===== src/core/su2_pkg.sv =====
// Constants and types shared by the secondary serial port
package su2_pkg;
    // Register addresses
    localparam logic [7:0] ADDR_CTRL = 8'he1;
    localparam logic [7:0] ADDR_DATA = 8'heb;
    localparam logic [7:0] ADDR_BAUD = 8'hee;
    // Control/status bit positions
    localparam int C_NINE = 6;
    localparam int C_OWE  = 5;
    localparam int C_FE   = 4;
    localparam int C_BE   = 3;
    localparam int C_REN  = 2;
    localparam int C_TI   = 1;
    localparam int C_RI   = 0;
    // Baud control bit positions
    localparam int B_TX9  = 7;
    localparam int B_RX9  = 6;
    localparam int B_FRAC = 5;
    localparam int B_EXT  = 3;
    localparam int B_DIV  = 0;
    // Reset values
    localparam logic [7:0] CTRL_RST = 8'h00;
    localparam logic [7:0] DATA_RST = 8'h00;
    localparam logic [7:0] BAUD_RST = 8'h00;
    // Fractional divider
    localparam logic [6:0] FRAC_SET = 7'h2b;
    localparam logic [6:0] FRAC_CLR = 7'h07;
    localparam logic [6:0] FRAC_ONE = 7'h40;
    // Oversampling and break timing, in sample ticks
    localparam logic [3:0] SUB_LAST = 4'hf;
    localparam logic [3:0] SUB_MID  = 4'h7;
    localparam logic [7:0] BREAK_SAMPLES = 8'ha8;
    // Bit counts
    localparam logic [3:0] TX_LAST8 = 4'h9;
    localparam logic [3:0] TX_LAST9 = 4'ha;
    localparam logic [3:0] TX_TI_BIT = 4'h8;
    localparam logic [3:0] RX_LAST8 = 4'h7;
    localparam logic [3:0] RX_LAST9 = 4'h8;

    typedef enum logic [1:0] {TX_IDLE, TX_SHIFT} su2_tx_st_t;
    typedef enum logic [1:0] {RX_IDLE, RX_START, RX_DATA, RX_STOP} su2_rx_st_t;
endpackage


===== src/core/su2_stream_if.sv =====
// Valid/ready word stream between the port and its queue
`timescale 1ns/1ps
interface su2_stream_if #(parameter int W = 8) ();
    logic         valid;
    logic         ready;
    logic [W-1:0] data;
    modport sink   (input valid, input data, output ready);
    modport source (output valid, output data, input ready);
endinterface


===== src/core/su2_top.sv =====
// Secondary serial port: registers, transmitter, receiver
//
// Functional notes
// - Control bit 6 set selects 9-bit characters, clear selects 8-bit.
// - In extended mode a new character arriving while receive flag is 1 sets overwrite flag.
// - Overwrite flag stays set until software writes 0 to bit 5.
// - Frame error is read-only, updated each frame, set on missing stop.
// - Break flag updated each frame, set when line low over 10.5 bits.
// - Reception runs only while software holds receive enable set.
// - Transmit flag set at end of eighth bit; only software clears it.
// - Receive flag set by hardware on a character; software clears it.
// - Data buffer is an 8-bit register, reset zero, carrying characters.
// - In 9-bit mode baud control bit 7 is sent as ninth bit.
// - Baud bit 6 latches ninth received bit, or the stop bit in 8-bit.
// - Baud bit 5 picks fractional value 0x2B when set, 0x07 when clear.
// - Baud bits 4:3 hold extended ratio added to the binary divider.
// - Baud bits 2:0 pick divide by 1 up to 128, doubling per code.
// - Registers sit at 0xE1, 0xEB and 0xEE, not bit addressable.
// - Bit rate is clock over 16, 2 to the sum, and 1 + frac/64.
// - Frame is a 0 start bit, data LSB first, then a 1 stop bit.
// - Data write starts transmission; data read returns receive register.
// - Without extended mode a character is dropped unless receive flag 0.
`timescale 1ns/1ps
module su2_top (
    input  wire logic       ref_clk_i,
    input  wire logic       rstn_i,
    input  wire logic [7:0] sfr_addr_i,
    input  wire logic       sfr_wr_i,
    input  wire logic       sfr_rd_i,
    input  wire logic [7:0] sfr_wdata_i,
    output logic      [7:0] sfr_rdata_o,
    input  wire logic       extended_serial_enable_i,
    input  wire logic       serial2_rx_pin_i,
    output logic            serial2_tx_pin_o,
    output logic            tx_queue_ready_o
);
    typedef struct packed {
        logic                 nine_bit_mode_en;
        logic                 overwrite_err_flag;
        logic                 frame_err_flag;
        logic                 break_err_flag;
        logic                 rx_enable_bit;
        logic                 tx_done_flag;
        logic                 rx_done_flag;
        logic                 ninth_tx_bit;
        logic                 ninth_rx_bit;
        logic                 frac_select_bit;
        logic [1:0]           extended_divider;
        logic [2:0]           binary_divider;
        logic [7:0]           rx_buf;
        logic [7:0]           rdata;
        su2_pkg::su2_tx_st_t  tx_st;
        logic [3:0]           tx_sub;
        logic [3:0]           tx_bit;
        logic [9:0]           tx_shift;
        logic                 tx_space;
        logic                 tx_nine;
        su2_pkg::su2_rx_st_t  rx_st;
        logic [3:0]           rx_sub;
        logic [3:0]           rx_bit;
        logic [8:0]           rx_shift;
        logic                 rx_nine;
        logic                 rx_prev_low;
        logic [7:0]           low_cnt;
    } su2_state_t;

    su2_state_t s;
    su2_state_t next_s;
    logic       tick;
    logic       wr_ctrl;
    logic       wr_baud;
    logic       tx_wrap;
    logic       tx_load;
    logic       rx_end;
    logic [3:0] tx_last;
    logic [7:0] rx_byte;
    logic       rx_ninth;

    su2_stream_if #(.W(8)) push_if ();
    su2_stream_if #(.W(8)) pop_if ();

    ////////////////////////////////////////////////////////////////////////
    // Divider and transmit queue

    su2_baud u_baud (
        .ref_clk_i  (ref_clk_i),
        .rstn_i     (rstn_i),
        .frac_sel_i (s.frac_select_bit),
        .ext_div_i  (s.extended_divider),
        .bin_div_i  (s.binary_divider),
        .tick_o     (tick)
    );

    su2_fifo #(.WIDTH(8), .DEPTH(16)) u_txq (
        .ref_clk_i (ref_clk_i),
        .rstn_i    (rstn_i),
        .wr_if     (push_if),
        .rd_if     (pop_if)
    );

    // A write that meets a full queue is lost; software polls the ready
    assign wr_ctrl = sfr_wr_i && (sfr_addr_i == su2_pkg::ADDR_CTRL);
    assign wr_baud = sfr_wr_i && (sfr_addr_i == su2_pkg::ADDR_BAUD);
    assign push_if.valid = sfr_wr_i && (sfr_addr_i == su2_pkg::ADDR_DATA);
    assign push_if.data  = sfr_wdata_i;
    assign pop_if.ready  = (s.tx_st == su2_pkg::TX_IDLE);
    assign tx_queue_ready_o = push_if.ready;

    assign tx_load = pop_if.valid && pop_if.ready;
    assign tx_wrap = (s.tx_st == su2_pkg::TX_SHIFT) && tick &&
                     (s.tx_sub == su2_pkg::SUB_LAST);
    assign tx_last = s.tx_nine ? su2_pkg::TX_LAST9 : su2_pkg::TX_LAST8;
    assign rx_end  = (s.rx_st == su2_pkg::RX_STOP) && tick &&
                     (s.rx_sub == su2_pkg::SUB_LAST) && s.rx_enable_bit;
    // 9-bit frames leave the ninth bit on top of the shifter
    assign rx_byte  = s.rx_nine ? s.rx_shift[7:0] : s.rx_shift[8:1];
    assign rx_ninth = s.rx_nine ? s.rx_shift[8] : serial2_rx_pin_i;

    ////////////////////////////////////////////////////////////////////////
    // Next state

    always_comb begin
        next_s = s;
        // Software writes come first so that a hardware set wins
        if (wr_ctrl) begin
            next_s.nine_bit_mode_en = sfr_wdata_i[su2_pkg::C_NINE];
            next_s.rx_enable_bit = sfr_wdata_i[su2_pkg::C_REN];
            if (!sfr_wdata_i[su2_pkg::C_OWE]) begin
                next_s.overwrite_err_flag = 1'b0;
            end
            if (!sfr_wdata_i[su2_pkg::C_TI]) begin
                next_s.tx_done_flag = 1'b0;
            end
            if (!sfr_wdata_i[su2_pkg::C_RI]) begin
                next_s.rx_done_flag = 1'b0;
            end
        end
        if (wr_baud) begin
            next_s.ninth_tx_bit = sfr_wdata_i[su2_pkg::B_TX9];
            next_s.frac_select_bit = sfr_wdata_i[su2_pkg::B_FRAC];
            next_s.extended_divider = sfr_wdata_i[su2_pkg::B_EXT +: 2];
            next_s.binary_divider = sfr_wdata_i[su2_pkg::B_DIV +: 3];
        end

        // Transmitter: start bit is driven at load, bits move at wraps
        if (tx_load) begin
            next_s.tx_st = su2_pkg::TX_SHIFT;
            next_s.tx_sub = 4'h0;
            next_s.tx_bit = 4'h0;
            next_s.tx_space = 1'b1;
            next_s.tx_nine = s.nine_bit_mode_en;
            next_s.tx_shift = {1'b1, s.nine_bit_mode_en ? s.ninth_tx_bit :
                               1'b1, pop_if.data};
        end else if ((s.tx_st == su2_pkg::TX_SHIFT) && tick) begin
            next_s.tx_sub = s.tx_sub + 4'h1;
            if (tx_wrap) begin
                if (s.tx_bit == tx_last) begin
                    next_s.tx_st = su2_pkg::TX_IDLE;
                end else begin
                    next_s.tx_space = !s.tx_shift[0];
                    next_s.tx_shift = {1'b1, s.tx_shift[9:1]};
                    next_s.tx_bit = s.tx_bit + 4'h1;
                end
                if (s.tx_bit == su2_pkg::TX_TI_BIT) begin
                    next_s.tx_done_flag = 1'b1;
                end
            end
        end

        // Receiver, 16 samples per bit
        if (tick) begin
            next_s.rx_prev_low = !serial2_rx_pin_i;
            if (serial2_rx_pin_i) begin
                next_s.low_cnt = 8'h00;
            end else if (s.low_cnt != su2_pkg::BREAK_SAMPLES) begin
                next_s.low_cnt = s.low_cnt + 8'h01;
            end
        end
        if (!s.rx_enable_bit) begin
            next_s.rx_st = su2_pkg::RX_IDLE;
        end else if (tick) begin
            next_s.rx_sub = s.rx_sub + 4'h1;
            case (s.rx_st)
                su2_pkg::RX_IDLE: begin
                    if (!s.rx_prev_low && !serial2_rx_pin_i) begin
                        next_s.rx_st = su2_pkg::RX_START;
                        next_s.rx_sub = 4'h0;
                        next_s.rx_nine = s.nine_bit_mode_en;
                    end
                end
                su2_pkg::RX_START: begin
                    if (s.rx_sub == su2_pkg::SUB_MID) begin
                        // A glitch shorter than half a bit is ignored
                        next_s.rx_st = serial2_rx_pin_i ? su2_pkg::RX_IDLE :
                                       su2_pkg::RX_DATA;
                        next_s.rx_sub = 4'h0;
                        next_s.rx_bit = 4'h0;
                    end
                end
                su2_pkg::RX_DATA: begin
                    if (s.rx_sub == su2_pkg::SUB_LAST) begin
                        next_s.rx_shift = {serial2_rx_pin_i,
                                           s.rx_shift[8:1]};
                        next_s.rx_bit = s.rx_bit + 4'h1;
                        if (s.rx_bit == (s.rx_nine ? su2_pkg::RX_LAST9 :
                                         su2_pkg::RX_LAST8)) begin
                            next_s.rx_st = su2_pkg::RX_STOP;
                        end
                    end
                end
                su2_pkg::RX_STOP: begin
                    if (s.rx_sub == su2_pkg::SUB_LAST) begin
                        next_s.rx_st = su2_pkg::RX_IDLE;
                    end
                end
                default: begin
                    next_s.rx_st = su2_pkg::RX_IDLE;
                end
            endcase
        end

        if (rx_end) begin
            next_s.frame_err_flag = !serial2_rx_pin_i;
            next_s.break_err_flag = 1'b0;
            if (extended_serial_enable_i || !s.rx_done_flag) begin
                next_s.rx_buf = rx_byte;
                next_s.ninth_rx_bit = rx_ninth;
                next_s.rx_done_flag = 1'b1;
                if (s.rx_done_flag) begin
                    next_s.overwrite_err_flag = 1'b1;
                end
            end
        end
        if (tick && !serial2_rx_pin_i &&
            (s.low_cnt == su2_pkg::BREAK_SAMPLES - 8'h01)) begin
            next_s.break_err_flag = 1'b1;
        end

        // Registered read data; unmapped addresses answer zero
        if (sfr_rd_i) begin
            case (sfr_addr_i)
                su2_pkg::ADDR_CTRL: next_s.rdata = {1'b0, s.nine_bit_mode_en,
                    s.overwrite_err_flag, s.frame_err_flag, s.break_err_flag,
                    s.rx_enable_bit, s.tx_done_flag, s.rx_done_flag};
                su2_pkg::ADDR_DATA: next_s.rdata = s.rx_buf;
                su2_pkg::ADDR_BAUD: next_s.rdata = {s.ninth_tx_bit,
                    s.ninth_rx_bit, s.frac_select_bit, s.extended_divider,
                    s.binary_divider};
                default: next_s.rdata = 8'h00;
            endcase
        end
    end

    always_ff @(posedge ref_clk_i) begin
        if (!rstn_i) begin
            s <= '0;
            {s.nine_bit_mode_en, s.overwrite_err_flag, s.frame_err_flag,
             s.break_err_flag, s.rx_enable_bit, s.tx_done_flag,
             s.rx_done_flag} <= su2_pkg::CTRL_RST[6:0];
            s.rx_buf <= su2_pkg::DATA_RST;
            {s.ninth_tx_bit, s.ninth_rx_bit, s.frac_select_bit,
             s.extended_divider, s.binary_divider} <= su2_pkg::BAUD_RST;
        end else begin
            s <= next_s;
        end
    end

    assign serial2_tx_pin_o = !s.tx_space;
    assign sfr_rdata_o = s.rdata;
endmodule


===== src/core/su2_fifo.sv =====
// Transmit queue, power-of-two depth
`timescale 1ns/1ps
module su2_fifo #(
    parameter int WIDTH = 8,
    parameter int DEPTH = 16
) (
    input  wire logic      ref_clk_i,
    input  wire logic      rstn_i,
    su2_stream_if.sink     wr_if,
    su2_stream_if.source   rd_if
);
    localparam int AW = $clog2(DEPTH);
    if (DEPTH < 2 || DEPTH != (1 << AW)) begin : g_chk
        $error("su2_fifo: DEPTH must be a power of two");
    end

    typedef struct packed {
        logic [DEPTH-1:0][WIDTH-1:0] mem;
        logic [AW:0]                 wp;
        logic [AW:0]                 rp;
    } su2_fifo_st_t;

    su2_fifo_st_t s;
    su2_fifo_st_t next_s;
    logic         full;
    logic         empty;

    assign empty = (s.wp == s.rp);
    assign full  = (s.wp[AW] != s.rp[AW]) && (s.wp[AW-1:0] == s.rp[AW-1:0]);
    assign wr_if.ready = !full;
    assign rd_if.valid = !empty;
    assign rd_if.data  = s.mem[s.rp[AW-1:0]];

    always_comb begin
        next_s = s;
        if (wr_if.valid && !full) begin
            next_s.mem[s.wp[AW-1:0]] = wr_if.data;
            next_s.wp = s.wp + {{AW{1'b0}}, 1'b1};
        end
        if (rd_if.ready && !empty) begin
            next_s.rp = s.rp + {{AW{1'b0}}, 1'b1};
        end
    end

    always_ff @(posedge ref_clk_i) begin
        if (!rstn_i) begin
            s <= '0;
        end else begin
            s <= next_s;
        end
    end
endmodule


===== src/core/su2_baud.sv =====
// Integer and fractional divider making the 16x sample tick
`timescale 1ns/1ps
module su2_baud (
    input  wire logic       ref_clk_i,
    input  wire logic       rstn_i,
    input  wire logic       frac_sel_i,
    input  wire logic [1:0] ext_div_i,
    input  wire logic [2:0] bin_div_i,
    output logic            tick_o
);
    typedef struct packed {
        logic [17:0] acc;
        logic        tick;
    } su2_baud_st_t;

    su2_baud_st_t s;
    su2_baud_st_t next_s;
    logic [6:0]   frac;
    logic [3:0]   expo;
    logic [17:0]  limit;
    logic [17:0]  sum;
    logic [17:0]  rem;

    // Period of one tick is limit/64 clocks; the remainder carries the fraction
    always_comb begin
        frac  = frac_sel_i ? su2_pkg::FRAC_SET : su2_pkg::FRAC_CLR;
        expo  = {2'b00, ext_div_i} + {1'b0, bin_div_i};
        limit = {11'h000, su2_pkg::FRAC_ONE + frac} << expo;
        sum   = s.acc + {11'h000, su2_pkg::FRAC_ONE};
        rem   = sum - limit;
        next_s = s;
        next_s.tick = 1'b0;
        if (sum >= limit) begin
            next_s.tick = 1'b1;
            // A shrinking divider would otherwise leave a huge backlog
            next_s.acc = (rem < limit) ? rem : 18'h00000;
        end else begin
            next_s.acc = sum;
        end
    end

    always_ff @(posedge ref_clk_i) begin
        if (!rstn_i) begin
            s <= '0;
        end else begin
            s <= next_s;
        end
    end

    assign tick_o = s.tick;
endmodule


===== config.mk =====
export PLATFORM = sky130hd
export DESIGN_NAME = su2_top
export DESIGN_NICKNAME = d
export VERILOG_FILES = /design/src/core/su2_pkg.sv /design/src/core/su2_stream_if.sv /design/src/core/su2_top.sv /design/src/core/su2_fifo.sv /design/src/core/su2_baud.sv
export SDC_FILE = /design/constraint.sdc
export NUM_CORES = 1
export LEC_CHECK = 0
export ABC_CLOCK_PERIOD_IN_PS = 7150
export BUFFER_PORTS_ARGS = -buffer_cell sky130_fd_sc_hd__buf_2
export CAP_MARGIN = 20
export CELL_PAD_IN_SITES_DETAIL_PLACEMENT = 2
export CELL_PAD_IN_SITES_GLOBAL_PLACEMENT = 2
export CORE_ASPECT_RATIO = 1.4
export CORE_MARGIN = 10
export CORE_UTILIZATION = 40
export CTS_CLUSTER_SIZE = 30
export DETAILED_ROUTE_END_ITERATION = 10
export PLACE_DENSITY_LB_ADDON = 0.1
export SLEW_MARGIN = 20
export SYNTH_ARGS = -nofsm -noshare
export SYNTH_HDL_FRONTEND = slang
export SYNTH_SLANG_ARGS = --single-unit

===== constraint.sdc =====
create_clock -name ref_clk_i -period 7.15 [get_ports ref_clk_i]
set_input_delay 0.3575 -clock ref_clk_i [delete_from_list [all_inputs] [get_ports ref_clk_i]]
set_output_delay 0.3575 -clock ref_clk_i [all_outputs]
set_load 0.02 [all_outputs]

Word-level counts from Yosys, hierarchy flattened:

Cells that the tools add are included.

* output and inout bits: 10
* latch bits: 0
* register bits: 238
* logic and storage cells: 180
* bits of input ports: 22
* memory bits (read-only): 0
* RAM bits: 0
* memories kept: 0

* multipliers: 0
* equality and inequality tests: 23
* reduce and logical (&&, ||, !) cells: 43
* shifts and indexed selects: 1
* div/mod/pow operators: 0
* $lt $le $gt $ge: 5
* mux-type cells: 48
* $add $sub $neg: 11
* bitwise operators: 2

Operator list (count)
* $bwmux 128: 1
* $mux 20: 2
* $mux 8: 5
* $mux 18: 2
* $bmux 8 s4: 1
* $demux 8 s4: 1
* $eq 8x8->1 const B: 4
* $mux 15: 2
* $pmux 8 s3: 1
* $add 18x7->18 const B: 1
* $ge 18x18->1: 1
* $lt 18x18->1: 1
* $mux 1: 18
* $shl 7x4->18: 1
* $sub 18x18->18: 1
* $add 4x1->4 const B: 4
* $pmux 4 s2: 2
* $logic_and 1x1->1: 15
* $mux 13: 1
* $eq 4x4->1: 3
* $eq 4x4->1 const B: 3
* $mux 2: 6
* $mux 6: 2
* $reduce_bool 2->1: 6
* 28 further kinds: 49

Longest topological paths before layout:

Gate-level depths: netlist (run 1).

* depth after elaboration: 7
* depth in mapped cells: 28
* mapped depth without buffers: 26

Cells and area by module:

Synthesis (run 1) repeated with hierarchy kept, for this count alone.

* cell total of the unflattened synthesis: 1354
* area total of the unflattened synthesis: 12756.0 µm²

By module, submodules not included
* su2_fifo: cells each 605, times used 1, area an instance 6384.9 µm², seq. area each 2762.6 µm²
* su2_top: cells each 436, times used 1, area an instance 3880.0 µm², seq. area each 1621.6 µm²
* su2_baud: cells each 313, times used 1, area an instance 2491.1 µm², seq. area each 380.4 µm²

Worst setup path after synthesis (run 1):

Ideal clock, no wire load.

* kind: register to register
* from: register s[67] (netlist name)
* to: register u_baud.s[14] (netlist name)
* required time: 7091 ps
* buffers on the path: 4
* path slack: 1691 ps
* cell stages (with the launch flop): 26
* library setup time: 59 ps
* data arrival time: 5399 ps
* period minus slack after synthesis: 5459 ps
* path through: dfxtp_1 ha_1 inv_1 fa_1 clkbuf_1 clkbuf_1 o21ai_0 o21ai_0 nand2_1 ha_1 a21o_1 a221o_1 a221oi_2 maj3_2 o21ai_1 or4b_1 nand3_1 ha_1 nor2b_1 o21ai_0 nand4b_1 a41oi_2 and2_4 buf_6 buf_6 a22o_1

* cells in the longest elaborated chain, start to end: 6
* elaborated cells between the ends (all ways): 7
* those cells by class: 2 x add/sub; 2 x order compare; 1 x shift; 2 x mux

Ends and longest elaborated chain
* start: declaration: line su2_top.sv:67 `su2_state_t s;`
* start signal: assignment: line su2_top.sv:264 `s <= next_s;`
* $add 2x3->4 (*): line su2_baud.sv:27 `expo = {2'b00, ext_div_i} + {1'b0, bin_div_i};`
* $shl 7x4->18 (*): line su2_baud.sv:28 `limit = {11'h000, su2_pkg::FRAC_ONE + frac} << expo;`
* $sub 18x18->18: line su2_baud.sv:30 `rem = sum - limit;`
* $lt 18x18->1: line su2_baud.sv:36 `next_s.acc = (rem < limit) ? rem : 18'h00000;`
* $mux 18: line su2_baud.sv:36
* $mux 18 (*): line su2_baud.sv:33 `if (sum >= limit) begin`
* end signal: assignment: line su2_baud.sv:46 `s <= next_s;`
* end: declaration: line su2_baud.sv:16 `su2_baud_st_t s;`

Mark *: on every way between the ends. The rest lies on a longest branch, timed or not.
A chain may end at the register's enable or synchronous reset.

Worst setup path in the final report (run 1):

* from: register s[67] (netlist name)
* to: register u_baud.s[5] (netlist name)

Same word-level chain as after synthesis.

==> results of run 1 <==
-- cell usage after synthesis, types with 4 or more instances --
cell	number	area, sq um
a22o_1	14	122.6
nor3b_1	4	30.03
nand2_1	92	345.3
a22oi_1	5	37.54
xnor2_1	22	192.7
buf_4	9	67.56
and3_1	11	68.82
nand3_2	7	70.07
ha_1	51	638.1
o31ai_1	9	67.56
nor2b_1	12	75.07
mux2i_1	135	1351
nand4_1	13	81.33
a21o_1	9	67.56
or3_1	6	37.54
mux4_2	40	900.9
buf_1	4	15.01
a21oi_1	84	420.4
buf_2	11	55.05
a211oi_1	19	142.6
inv_1	30	112.6
nand3_1	63	315.3
a222oi_1	7	70.07
o21ai_0	27	135.1
o21a_1	7	52.55
xor2_1	22	192.7
and2_1	7	43.79
nor3_1	8	40.04
dfxtp_1	238	4765
clkbuf_1	68	255.2
nor2_1	203	762.0
-- routing by layer --
layer / up-vias / GRT usage / routed length, um
met5: - / 0 / 0
met4: 0 / 0.05459 / 815
met3: 54 / 0.02235 / 922
met2: 102 / 0.3868 / 21190
met1: 4953 / 0.2107 / 14720
li1: 4596 / - / -
-- cell families after synthesis --
kind of cell,synth area share
AOI/OAI and AO/OA,0.1222
xor gates and xnor gates,0.03295
adders and majority gates,0.05655
buffers and inverters,0.04331
DFF,0.3908
muxes,0.1847
and+or+nand+nor,0.1694
-- through the flow --
step	power, W	hold WS (ns)
2_1_floorplan	0.002689	0.4332
3_3_place_gp	0.003023	0.4408
3_5_place_dp	0.003083	0.4496
4_1_cts	0.004495	0.1628
5_1_grt	0.004747	0.1829
6_report	0.004436	0.1757
-- where the power goes --
group	internal (W)	total [W]	switching [W]
Sequential	0.00139	0.00145	0.0000610
Combinational	0.000658	0.00160	0.000947
Clock	0.000823	0.00138	0.000557
Total	0.00287	0.00444	0.00157
-- worst max-delay path: stages, from the launching register on --
cell and delay [ns]:
dfxtp_1 0.37, ha_1 0.21, inv_1 0.07, fa_1 0.95
nand2_1 0.23, o21ai_0 0.13, nand2_1 0.07, o21ai_0 0.13
nand2_1 0.16, ha_1 0.39, a21o_1 0.19, a221o_1 0.38
a21oi_2 0.25, a21oi_1 0.15, o31ai_1 0.28, a21boi_1 0.18
nor3_1 0.25, nor2_1 0.09, ha_1 0.30, a21oi_1 0.15
nor2b_1 0.06, o21ai_0 0.15, nand4b_1 0.13, a41oi_2 0.24
and2_4 0.31, a22o_1 0.19
-- registers in the layout (all words and copies together), names as in the netlist, named ones only --
| register | flops |
|---|---|
| s | 72 |
| sfr_rdata_o | 8 |
| u_baud.s | 18 |
| u_baud.tick_o | 1 |
| u_txq.s | 138 |
-- area by class of cell --
class | instances | share of cell area
clock inverter | 4 | 0.005615
tap | 385 | 0.03603
timing repair buffer | 41 | 0.01722
sequential | 238 | 0.3566
inverter | 30 | 0.008797
clock buffer | 41 | 0.05896
multi-input combinational | 946 | 0.5166
antenna | 1 | 0.0001872
-- how the worst max path moves through the flow --
| stage | from | endpoint | slack (ns) | cells past startpoint |
|---|---|---|---|---|
| 2_1_floorplan | s[67] | u_baud.s[14] | 1.69 | 25 |
| 3_3_place_gp | s[67] | u_baud.s[7] | 1.30 | 23 |
| 3_5_place_dp | s[67] | u_baud.s[5] | 1.14 | 23 |
| 4_1_cts | s[67] | u_baud.s[5] | 1.10 | 23 |
| 5_1_grt | s[67] | u_baud.s[5] | 0.46 | 25 |
| 6_report | s[67] | u_baud.s[5] | 1.08 | 25 |
==> metrics.txt, run 1 <==
Root Driver clkbuf_16; Critical Path Source Type register; setup bufs post-CTS 0; antenna-violating nets left 0; total wire length 37.65 mm; Nets 1358; asr flop ratio synth 0; R2R cell count 25; hpwl dp 26.27 mm; die width 167.5 um; outcome completed; via count 9705; number of distinct library cells after synthesis 76; post-route setup slack 1.078 ns; I/O Pins 32; layout cells sized above 1 0.1138; Clock Sinks 238; routability cong. 0.8369; Yosys Warn Count 0; Tcrit/Tclk final 0.8492; Row Count 75; clk_lat worst skew 0.54 ns; Syn Std Cell Area 0.01219 sq mm; Hold Crit Class in2reg; Worst Path Required 7.62 ns; drt wl/cell 22.33 um; fillers 3272; total track usage 0.1954; FMAX 164.7 MHz; Core Util, Final 0.4452; Post-Place Cell Area 0.01250 sq mm; peak supply drop 207.0 uV; Worst R2R End u_baud.s[5]; Slew @ Worst Pin 1.018 ns; Slew Limit Fails 0; Yosys reg bits 238; most common cell after layout, fill and taps aside dfxtp_1; most frequent cells in the layout 236 x dfxtp_1, 202 x nor2_1, 135 x mux2i_1; largest net degree at the start of global routing 110; Worst Skew 0.009751 ns; final hold vios 0; sequential area share after synthesis 0.3908; Initial Utilization 0.4060; Post-CTS Hold Buffers 0; hold depth 3; Crit Path Max Fanout 22; Post-synth EDFFs 0; min Tclk post-route 6.072 ns; Area Growth Syn to Fin 9.669%; crit end category register; Synth Flop Type dfxtp_1; Max Cap Violations 0; syn avg cell area 9.320 sq um; die area 0.03796 sq mm; vias in the first global route 10680; RSZ-0062 raised after global routing no; end of the worst hold path sfr_rdata_o[7]; final setup fails 0; initial antenna violation count 2; total CTS buffers 26; area of the multi-input gates 0.006907 sq mm; cts repair resizes 0; initial DRC count 435; post-route cell area 0.01337 sq mm; reg2reg setup slack 1.08 ns; kind of critical path reg2reg; first-pass GRT wire length 60.48 mm; Placement Setup Slack 1.141 ns; Die Y 226.6 um; DR DRC count 0; Leakage Power 5.633 nW; CTS Buffer Depth 3; Hold Crit Start sfr_rd_i; CTS tree done; Sequential Area 0.004767 sq mm; Reg2Reg Launch Point s[67]; H-tree depth 1; syn nets 1383; port bufs 31; core region area 0.03003 sq mm; Slew HR 0.3197; Post-Place Cells 1640; Setup TNS 0 ns; Post-Layout Cell Count 1686; clock-pin transition on the worst setup and hold timing paths 0.06 ns; Syn Inst Count 1308; PD cells 331.8 mW/mm^2; vias per cell 5.756; DRT Pass-1 Iters 4; GRT Residual Overflow 0; WP data arrival 6.54 ns
(Power assumes the default switching activity.)
==> run 2, diff against run 1 <==
- ABC_CLOCK_PERIOD_IN_PS: 7150 -> 6400
- clock period: 7.15 -> 6.4 ns (I/O delays scaled with it)
==> run 2 against run 1 <==
Combinational power increased by 12%. Clock power increased by 12%. Non-clock buffer count increased by 3. Clock skew increased by 0.0031 ns. Via count decreased by 0.99%.
==> metrics.txt, run 2 (same netlist as run 1, synthesis figures left out) <==
Slew HR 0.3659 (+0.04616); most frequent cells in the layout 236 x dfxtp_1, 203 x nor2_1, 135 x mux2i_1; Area Growth Syn to Fin 10.12%; drt wl/cell 21.89 um (-1.9%); vias per cell 5.676 (-1.4%); setup bufs post-CTS 0 (unchanged); R2R cell count 23 (-8.0%); WP data arrival 6.36 ns (-0.18 ns); Nets 1362 (+0.29%); die width 167.5 um (unchanged); Initial Utilization 0.4060 (unchanged); Worst Skew 0.01281 ns (+0.003057 ns); layout cells sized above 1 0.1194 (+0.005603); CTS Buffer Depth 3 (unchanged); hold depth 3 (unchanged); Max Cap Violations 0 (unchanged); core region area 0.03003 sq mm (unchanged); I/O Pins 32 (unchanged); total track usage 0.1923 (-0.003105); Tcrit/Tclk final 0.9179 (+0.06869); Slew @ Worst Pin 0.9488 ns (-0.06907 ns); min Tclk post-route 5.874 ns (-0.1973 ns); Slew Limit Fails 0 (unchanged); DRT Pass-1 Iters 4 (unchanged); crit-path cells ha_1 -> inv_1 -> fa_1 -> xor2_4 -> nor2_1 -> a21oi_1 -> o22ai_1 -> a22oi_1 -> ha_1 -> and3_1 -> a221o_1 -> a221oi_2 -> maj3_2 -> o21ai_1 -> or4b_1 -> nand3_1 -> ha_1 -> nor2b_1 -> o21ai_0 -> nand4b_1 -> a41oi_2 -> and2_4 -> a22o_1; Post-CTS Hold Buffers 0 (unchanged); DR DRC count 0 (unchanged); port bufs 31 (unchanged); Row Count 75 (unchanged); GRT Residual Overflow 0 (unchanged); Crit Path Max Fanout 14 (-36%); Final Power 0.004960 W (+12%); largest net degree at the start of global routing 87 (-21%); routability cong. 0.8193 (-2.1%); die area 0.03796 sq mm (unchanged); Hold Crit Class in2reg; Internal 0.003212 W (+12%); CTS tree done; final hold vios 0 (unchanged); H-tree depth 1 (unchanged); most common cell after layout, fill and taps aside dfxtp_1; Worst Path Required 6.88 ns (-0.74 ns); slowest CP cell fa_1; Comb power frac 0.360 (-0.002); biggest regs u_txq.s x138, s x72, u_baud.s x18; Clock Sinks 238 (unchanged); clock share of power 0.313 (+0.002); RSZ-0062 raised after global routing no; hpwl dp 25.98 mm (-1.1%); total CTS buffers 27 (+3.8%); cts repair resizes 0 (unchanged); Die Y 226.6 um (unchanged); Switching Fraction 0.3523 (-0.0006497); clk_lat worst skew 0.55 ns (about the same); kind of critical path reg2reg; sequential share of power 0.327 (about the same); via count 9609 (-0.99%); CP dominant cell by count ha_1; Critical Path Source Type register; crit end category register; Setup TNS 0 ns (unchanged); PD cells 369.5 mW/mm^2 (+11%); first-pass GRT wire length 59.22 mm (-2.1%); Leakage Power 5.677 nW (+0.78%); FMAX 170.2 MHz (+3.4%); clock-pin transition on the worst setup and hold timing paths 0.06 ns (about the same); max reg flops 138 (unchanged); initial DRC count 366 (-16%); initial antenna violation count 2 (unchanged); Reg with most FFs u_txq.s; outcome completed; peak supply drop 215.3 uV (+4.0%); vias in the first global route 10630 (-0.50%); total wire length 37.07 mm (-1.5%); antenna-violating nets left 0 (unchanged); Root Driver clkbuf_16; final setup fails 0 (unchanged); sw power 0.001747 W (+12%); CP max stage delay 0.50 ns (-0.45 ns)
-- run 2: cell count changes in the layout (fill, tap and decap cells not counted), sizes merged --
cell and change:
clkinv +6, clkinvlp -1, inv +1, clkbuf -3, buf +3, diode +1
-- run 2: worst paths after layout --
| check | from | slack, ns | to |
|---|---|---|---|
| max | s[67] | 0.53 | u_baud.s[3] |
| min | sfr_rd_i | 0.1 | sfr_rdata_o[7] |
| max reg2reg | s[67] | 0.53 | u_baud.s[3] |
| min reg2reg | u_txq.s[103] | 0.45 | u_txq.s[103] |
-- run 2: routing by layer --
layer	wire length (um)	global-route usage	vias up
met4	789	0.06021	0
met2	20730	0.3780	98
li1	-	-	4610
met3	836	0.02183	51
met1	14710	0.2073	4850
met5	0	0	-
-- run 2: final cells by class --
class | instances | area [sq um]
fill | 3218 | 16600
multi-input combinational | 946 | 6923
sequential | 238 | 4767
clock buffer | 38 | 767.0
tap | 385 | 481.7
timing repair buffer | 44 | 252.7
inverter | 30 | 117.6
clock inverter | 10 | 110.1
antenna | 2 | 5.005
-- run 2: critical path: cells and delay by family, from the launching register on --
kind                       cells  cell delay [ns]
AOI/OAI and AO/OA              9             1.87
adders and majority gates      5             1.58
xor gates and xnor gates       1             0.38
and+or+nand+nor                7             1.52
buffers and inverters          1             0.07
DFF                            1             0.36
-- run 2: per-stage QoR --
step                      worst slack, ns  hold WS, ns  instances  cell area [sq um]  utilization
after floorplan                    0.9415       0.4332       1308              12190            -
after global placement             0.6564       0.4431       1643              12520       0.4170
after detailed placement           0.4737       0.4532       1643              12520       0.4170
after CTS                          0.4017      0.08555       1691              13400       0.4463
after global routing              0.06931       0.1115       1693              13420       0.4470
final                              0.5257      0.09825       1693              13420       0.4470
-- run 2: power groups by stage --
stage	Sequential [W]	Clock [W]	Combinational, W
final	0.00162	0.00155	0.00179
after detailed placement	0.00165	0	0.00178
after global routing	0.00163	0.00166	0.00199
after floorplan	0.00162	0	0.00138
after global placement	0.00165	0	0.00174
after CTS	0.00162	0.00160	0.00180
